==> src/rtl/cmp_cond_pkg.sv <==
`default_nettype none
package cmp_cond_pkg;
  // ************************************************************
  // Register map (word addresses on the Avalon bus)
  // ************************************************************
  localparam logic [1:0] main_ctrl_addr = 2'h0;
  localparam logic [1:0] edge_ctrl_addr = 2'h1;
  localparam logic [1:0] flag_addr      = 2'h2;

  // Main control field positions
  localparam int sync_bit   = 0;
  localparam int hyst_bit   = 1;
  localparam int resv_lo    = 2;
  localparam int filt_bit   = 3;
  localparam int inv_bit    = 4;
  localparam int resv_hi    = 5;
  localparam int result_bit = 6;
  localparam int enable_bit = 7;

  // Edge control field positions
  localparam int fall_bit = 0;
  localparam int rise_bit = 1;

  // Values after reset
  localparam logic [7:0] main_ctrl_reset = 8'h24;
  localparam logic [1:0] edge_ctrl_reset = 2'h0;

  // ************************************************************
  // Timing
  // ************************************************************
  localparam int clock_mhz     = 25;
  localparam int hold_time_ns  = 20;
  // Least time rounds up, never below one cycle
  localparam int hold_cycles_raw = (hold_time_ns * clock_mhz + 999) / 1000;
  localparam int hold_cycles     = (hold_cycles_raw < 1) ? 1 : hold_cycles_raw;
  // Instruction cycle enable every four clocks
  localparam int instr_div       = 4;
  localparam logic [1:0] instr_last = 2'(instr_div - 1);
endpackage
`default_nettype wire

==> src/rtl/cmp_cond.sv <==
// Our own choices: the register offsets and the Avalon-MM interface to the registers.
`default_nettype none
module cmp_cond (
  // Clock and reset
  input  wire logic       clock,
  input  wire logic       arst_n,
  // Avalon-MM slave
  input  wire logic [1:0] address,
  input  wire logic       read,
  input  wire logic       write,
  input  wire logic [3:0] byteenable,
  input  wire logic [31:0] writedata,
  output var  logic [31:0] readdata,
  output logic            waitrequest,
  // Analog front end
  input  wire logic       raw_compare,
  output logic            compare_enable,
  output logic            hysteresis_en,
  // Timer partner
  input  wire logic       timer_clk_src,
  input  wire logic       timer_prescaled,
  input  wire logic       timer_prescale_on,
  output logic            timer_gate_out,
  output logic            compare_pin_out,
  // Flag
  output logic            compare_irq_flag
);
  import cmp_cond_pkg::*;

  // ************************************************************
  // Registers and state
  // ************************************************************
  logic       sync_en;
  logic       reversal_hold_filter_en;
  logic       output_invert;
  logic [1:0] edge_en;
  logic       rise_flag_en;
  logic       fall_flag_en;
  logic       flag;
  logic       raw_sync;
  logic       gated;
  logic       inverted;
  logic       filtered;
  logic       latch_clk;
  logic       latch_clk_q;
  logic       held;
  logic       external;
  logic [1:0] instr_cnt;
  logic       instr_tick;
  logic       compare_result;
  logic       result_q;
  logic       rise_det;
  logic       fall_det;
  logic       flag_set;
  logic       wr_main;
  logic       wr_edge;
  logic       wr_flag;
  logic       ack_pending;

  // Edge enable bits split by meaning
  assign rise_flag_en = edge_en[rise_bit - fall_bit];
  assign fall_flag_en = edge_en[0];

  // ************************************************************
  // Avalon slave
  // ************************************************************
  // One wait state on every access, then the answer
  assign waitrequest = (read | write) & ~ack_pending;
  assign wr_main = write & ack_pending & byteenable[0] & (address == main_ctrl_addr);
  assign wr_edge = write & ack_pending & byteenable[0] & (address == edge_ctrl_addr);
  assign wr_flag = write & ack_pending & byteenable[0] & (address == flag_addr);

  // Wait state tracker
  always_ff @(posedge clock or negedge arst_n) begin
    if (!arst_n) begin
      ack_pending <= 1'b0;
    end else begin
      ack_pending <= (read | write) & ~ack_pending;
    end
  end

  // Control register writes
  always_ff @(posedge clock or negedge arst_n) begin
    if (!arst_n) begin
      compare_enable          <= main_ctrl_reset[enable_bit];
      output_invert           <= main_ctrl_reset[inv_bit];
      reversal_hold_filter_en <= main_ctrl_reset[filt_bit];
      hysteresis_en           <= main_ctrl_reset[hyst_bit];
      sync_en                 <= main_ctrl_reset[sync_bit];
      edge_en                 <= edge_ctrl_reset;
    end else begin
      if (wr_main) begin
        compare_enable          <= writedata[enable_bit];
        output_invert           <= writedata[inv_bit];
        reversal_hold_filter_en <= writedata[filt_bit];
        hysteresis_en           <= writedata[hyst_bit];
        sync_en                 <= writedata[sync_bit];
      end
      if (wr_edge) begin
        edge_en <= writedata[rise_bit:fall_bit];
      end
    end
  end

  // Read data, registered at the edge that ends the wait state; unmapped reads zero
  always_ff @(posedge clock or negedge arst_n) begin
    if (!arst_n) begin
      readdata <= 32'h0000_0000;
    end else if (read & ~ack_pending) begin
      readdata <= 32'h0000_0000;
      unique case (address)
        main_ctrl_addr: begin
          readdata[enable_bit] <= compare_enable;
          readdata[result_bit] <= compare_result;
          readdata[resv_hi]    <= 1'b1;
          readdata[inv_bit]    <= output_invert;
          readdata[filt_bit]   <= reversal_hold_filter_en;
          readdata[resv_lo]    <= 1'b1;
          readdata[hyst_bit]   <= hysteresis_en;
          readdata[sync_bit]   <= sync_en;
        end
        edge_ctrl_addr: readdata[rise_bit:fall_bit] <= edge_en;
        flag_addr:      readdata[0] <= flag;
        default:        readdata <= 32'h0000_0000;
      endcase
    end
  end

  // ************************************************************
  // Result path
  // ************************************************************
  sync2 u_sync (
    .clock  (clock),
    .arst_n (arst_n),
    .din    (raw_compare),
    .dout   (raw_sync)
  );

  // Inputs disconnected when off; result then idles low before inversion
  assign gated    = compare_enable & raw_sync;
  assign inverted = gated ^ output_invert;

  hold_filter u_filt (
    .clock  (clock),
    .arst_n (arst_n),
    .enable (reversal_hold_filter_en),
    .din    (inverted),
    .dout   (filtered)
  );

  // Latch strobe: prescaled clock when the prescaler is in use
  assign latch_clk = timer_prescale_on ? timer_prescaled : timer_clk_src;

  // Falling edge capture of the timer latch clock
  always_ff @(posedge clock or negedge arst_n) begin
    if (!arst_n) begin
      latch_clk_q <= 1'b0;
      held        <= 1'b0;
    end else begin
      latch_clk_q <= latch_clk;
      if (latch_clk_q & ~latch_clk) begin
        held <= filtered;
      end
    end
  end

  // External routing: held value under sync, else direct
  assign external        = sync_en ? held : filtered;
  assign timer_gate_out  = external;
  assign compare_pin_out = external;

  // Instruction cycle tick
  always_ff @(posedge clock or negedge arst_n) begin
    if (!arst_n) begin
      instr_cnt <= 2'h0;
    end else begin
      instr_cnt <= (instr_cnt == instr_last) ? 2'h0 : instr_cnt + 2'h1;
    end
  end
  assign instr_tick = (instr_cnt == instr_last);

  // Internal result registered once per instruction cycle
  always_ff @(posedge clock or negedge arst_n) begin
    if (!arst_n) begin
      compare_result <= 1'b0;
    end else if (instr_tick) begin
      compare_result <= filtered;
    end
  end

  // ************************************************************
  // Edge detection and flag
  // ************************************************************
  always_ff @(posedge clock or negedge arst_n) begin
    if (!arst_n) begin
      result_q <= 1'b0;
    end else begin
      result_q <= compare_result;
    end
  end

  assign rise_det = compare_result & ~result_q;
  assign fall_det = ~compare_result & result_q;
  assign flag_set = (rise_det & rise_flag_en) | (fall_det & fall_flag_en);

  // Sticky flag; software writes 1 to bit 0 to clear, set wins
  always_ff @(posedge clock or negedge arst_n) begin
    if (!arst_n) begin
      flag <= 1'b0;
    end else if (flag_set) begin
      flag <= 1'b1;
    end else if (wr_flag & writedata[0]) begin
      flag <= 1'b0;
    end
  end
  assign compare_irq_flag = flag;
endmodule // cmp_cond
`default_nettype wire

==> src/rtl/hold_filter.sv <==
`default_nettype none
module hold_filter (
  // Clock and reset
  input  wire logic clock,
  input  wire logic arst_n,
  // Control and data
  input  wire logic enable,
  input  wire logic din,
  output var  logic dout
);
  import cmp_cond_pkg::*;

  logic [3:0] hold_cnt;

  // Blocks a reversal while the hold count runs
  always_ff @(posedge clock or negedge arst_n) begin
    if (!arst_n) begin
      dout     <= 1'b0;
      hold_cnt <= 4'h0;
    end else if (!enable) begin
      dout     <= din;
      hold_cnt <= 4'h0;
    end else if (hold_cnt != 4'h0) begin
      hold_cnt <= hold_cnt - 4'h1;
    end else if (din != dout) begin
      dout     <= din;
      hold_cnt <= 4'(hold_cycles);
    end
  end
endmodule // hold_filter
`default_nettype wire

==> src/rtl/sync2.sv <==
`default_nettype none
module sync2 (
  // Clock and reset
  input  wire logic clock,
  input  wire logic arst_n,
  // Data
  input  wire logic din,
  output var  logic dout
);
  logic stage1;

  // Two flip-flop synchroniser
  always_ff @(posedge clock or negedge arst_n) begin
    if (!arst_n) begin
      stage1 <= 1'b0;
      dout   <= 1'b0;
    end else begin
      stage1 <= din;
      dout   <= stage1;
    end
  end
endmodule // sync2
`default_nettype wire

==> config.mk <==
export PLATFORM = sky130hd
export DESIGN_NAME = cmp_cond
export DESIGN_NICKNAME = d
export VERILOG_FILES = /design/src/rtl/cmp_cond_pkg.sv /design/src/rtl/cmp_cond.sv /design/src/rtl/hold_filter.sv /design/src/rtl/sync2.sv
export SDC_FILE = /design/constraint.sdc
export NUM_CORES = 1
export LEC_CHECK = 0
export BUFFER_PORTS_ARGS = -buffer_cell sky130_fd_sc_hd__buf_2
export CORE_MARGIN = 1
export CORE_UTILIZATION = 40
export CTS_CLUSTER_DIAMETER = 60
export DETAILED_ROUTE_END_ITERATION = 16
export MAX_ROUTING_LAYER = met4
export PLACE_DENSITY = 0.85
export SKIP_LAST_GASP = 1
export SLEW_MARGIN = 20
export SYNTH_ARGS = -nofsm -noshare
export SYNTH_HDL_FRONTEND = slang
export SYNTH_SLANG_ARGS = --single-unit
export TNS_END_PERCENT = 30
==> constraint.sdc <==
create_clock -name clock -period 3.1 [get_ports clock]
set_input_delay 0.62 -clock clock [delete_from_list [all_inputs] [get_ports clock]]
set_output_delay 0.62 -clock clock [all_outputs]
set_load 0.05 [all_outputs]
==> reports/metrics.cfg <==
[pwr]
internal_power_mw = 0.744
power.total_mw = 1.33
p_sw_share_pct = 44.2
cell_area_power_density_nw_per_um2 = 853
seq_power_share_pct = 42.0
power.ir.vdd_worst_uv = 553
p_leak_nw = 0.798
power.clock.fraction_pct = 15.9
comb_power_share_pct = 42.1
p_switching_mw = 0.588

[timing]
fmax_ghz = 0.526
report.final.hold_viol_count = 0
tns_ns = 0
timing.final.ws_setup_ns = 1.20
worst_case_headroom_to_the_max_slew_limit_pct = 58.4
finClkSkew_ns = 0.00543
finalMaxSlewViolations = 0
worst_slew_pin_slew_ns = 0.624
grt_setup_unrepaired = false
fin_crit_ns = 1.90
crit_share_post_route_pct = 61.4
setup_viol = 0

[worst_hold_path]
min_path_type = input port to async pin

[finish]
layout.cell_area.non_filler_um2 = 1560
area_growth_syn_to_layout_pct = 9.47
fillers = 335
postLayoutCoreUtil_pct = 46.1
design.final.nets = 203
seqCellArea_um2 = 726
layout-drive-gt1-share_pct = 30.3
combined_area_of_the_multi_input_logic_cells_um2 = 568
top_library_cells_by_usage_in_the_layout_fill_and_taps_aside = sky130_fd_sc_hd__dfrtp_1, sky130_fd_sc_hd__buf_2, sky130_fd_sc_hd__conb_1
ant_diodes = 0

[clock_network]
clock_tree.root_cell = sky130_fd_sc_hd__clkbuf_4
post_cts_resize_count = 0
clock_latency_ns = 0.33
number_of_h_tree_levels = 2
cts_buffer_depth = 2
tritoncts.num_buffers = 5
cts_tree = built
cts_num_sinks = 29
total_setup_buffers_inserted_after_cts = 0
cts_hold_buf = 0
clk_pin_slew_worst_paths_ns = 0.09

[synthesis]
ys_seq_area_share_pct = 50.8
post_synth_inst_count = 123
ys.warnings.count = 0
netlist-cell-type-count = 30
post_synth_and_or_nand_nor_area_fraction_pct = 11.4
ys_ff_latch = 29
synth_top_family_by_area = buffers and inverters
post_synth_instance_area_um2 = 1430
synth_mux_area_share_pct = 10.1
synthesized_area_fraction_occupied_by_ao_oa_aoi_and_oai_cells_pct = 6.92
post_synth.cell_area_avg_um2 = 11.6
yosys.area_share.xor_xnor_pct = 2.45
synth_fa_ha_area_share_pct = 2.63

[setup_path]
worst-path-max-fanout = 3
slowest_stage = sky130_fd_sc_hd__dfrtp_1
critical_path.reg2reg.endpoint = u_filt.dout
crit_path_start_kind = flop
crit_chain = mux2_2 -> buf_2
timing_startpoint_of_the_critical_path = sync_en
regToRegStartpoint = u_filt.hold_cnt[0]
timing.critical_path.slowest_cell_delay_ns = 0.39
critical_path_capture_point = timer_gate_out
worst-r2r-cell-count = 6
timing.setup.critical_path_class = flop to output pin
critical_path.endpoint_type = output pin
cp.arrival_ns = 1.28
timing.reg2reg.setup_slack_ns = 1.74
required_time_of_the_worst_setup_path_ns = 2.48

[floorplanning]
ios = 84
placement_rows = 21
die_ar_um2 = 3810
fp.dieH_um = 61.7
starting_density_of_the_core_pct = 42.1
core_footprint_um2 = 3390
chipWidth_um = 61.7

[global_routing]
wire_length_of_the_first_global_routing_pass_mm = 3.43
grt_usage_pct = 13.6
grt_pass1_vias = 738
antenna_found_initial = 0
grt_max_degree = 30
overflow = 0

[detailed_routing]
drt_first_iter_violations = 22
first_pass_iters = 2
detail_route.vias_per_cell = 4.28
post-route-drc-count = 0
postRouteWirelength_mm = 2.13
detailroute.via_count = 861
route.detailed.wl_per_inst_um = 10.6
detail-route-antenna-nets = 0

[placed_design]
detailedPlace.worstSlack_ns = 1.35
io_buffers = 29
routabilityCongestion = 0.771
placement.cell_area_um2 = 1510
half_perimeter_wire_length_after_placement_mm = 1.62

[run_status]
status = complete, no violations

[run]
drv.max_cap_violation_count = 0

flip-flops by register name (all words and copies together) (netlist names):
name / count
sync_en: 1
u_sync.stage1: 1
reversal_hold_filter_en: 1
u_sync.dout: 1
latch_clk_q: 1
readdata: 7
held: 1
edge_en: 2
output_invert: 1
compare_irq_flag: 1
compare_enable: 1
ack_pending: 1
instr_cnt: 2
u_filt.dout: 1
u_filt.hold_cnt: 4
result_q: 1
compare_result: 1
hysteresis_en: 1
worst max-delay path: cells and delay by family (launching register included):
kind     cells  cell delay [ns]
mux          1             0.35
buf+inv      1             0.21
flops        1             0.39
power groups by stage:
stage	logic (mW)	registers (mW)	clock network (mW)
2_1_floorplan	0.410	0.643	0
3_3_place_gp	0.551	0.564	0
3_5_place_dp	0.562	0.570	0
4_1_cts	0.566	0.562	0.222
5_1_grt	0.608	0.576	0.236
6_report	0.561	0.560	0.211
layout make-up:
cell class | count | area share (%)
multi-input combinational | 85 | 36.3
timing repair buffer | 29 | 9.29
sequential | 29 | 46.4
tap | 46 | 3.68
clock buffer | 6 | 2.64
clock inverter | 2 | 0.641
inverter | 4 | 0.961
how the worst min path moves through the flow:
stage          cells after the start          start                 end
6_report                           1         arst_n  u_filt.hold_cnt[1]
5_1_grt                            1         arst_n  u_filt.hold_cnt[2]
3_3_place_gp                       0  u_sync.stage1         u_sync.dout
4_1_cts                            1         arst_n        instr_cnt[0]
3_5_place_dp                       0  u_sync.stage1         u_sync.dout
2_1_floorplan                      0         arst_n         ack_pending
cell usage after synthesis:
library cell	count	share of area, %
sky130_fd_sc_hd__a21o_1	1	0.53
sky130_fd_sc_hd__dfrtp_1	29	51
sky130_fd_sc_hd__o21ai_0	1	0.35
sky130_fd_sc_hd__a22o_1	4	2.5
sky130_fd_sc_hd__nor3_4	1	1.1
sky130_fd_sc_hd__mux2_1	5	3.9
sky130_fd_sc_hd__inv_1	3	0.79
sky130_fd_sc_hd__inv_2	1	0.26
sky130_fd_sc_hd__a21oi_1	3	1.1
sky130_fd_sc_hd__xor2_1	1	0.61
sky130_fd_sc_hd__o221ai_1	1	0.61
sky130_fd_sc_hd__nor3_2	2	1.4
sky130_fd_sc_hd__nor3b_4	1	1.3
sky130_fd_sc_hd__xnor2_1	3	1.8
sky130_fd_sc_hd__or3_1	1	0.44
sky130_fd_sc_hd__conb_1	1	0.26
sky130_fd_sc_hd__nor2_1	8	2.1
sky130_fd_sc_hd__buf_2	2	0.70
sky130_fd_sc_hd__ha_1	3	2.6
sky130_fd_sc_hd__nand2b_1	2	0.88
sky130_fd_sc_hd__nor3_1	1	0.35
sky130_fd_sc_hd__buf_4	26	14
sky130_fd_sc_hd__mux2_2	6	4.7
sky130_fd_sc_hd__and3b_1	1	0.61
sky130_fd_sc_hd__a31oi_1	2	0.88
sky130_fd_sc_hd__mux2i_1	2	1.4
sky130_fd_sc_hd__nand3_1	2	0.70
sky130_fd_sc_hd__nor2b_1	2	0.88
sky130_fd_sc_hd__o31ai_1	2	1.1
sky130_fd_sc_hd__nand2_1	6	1.6
stage by stage:
step                hold WS (ns)  instances
finish                     0.299        201
CTS                        0.312        201
detailed placement         0.348        193
global route               0.339        201
floorplan                  0.324        146
global placement           0.333        193
layer usage:
metal  vias up  global-route usage (%)  part of all wire (%)
li1        427                       -                     -
met2        32                    18.7                    46
met4         0                    7.62                   2.1
met1       395                    16.8                    46
met5         -                       -                     0
met3         7                    5.59                   6.2
kinds of logic (layout without fill, tap and decap cells):
family,Yosys count,after routing
fa+ha+maj,3,3
compound gates,14,14
mux,13,13
simple gates,27,27
xor+xnor,4,4
flops,29,29
buf+inv,32,41
other cells,1,24
Power figures use the tool's default switching activity.
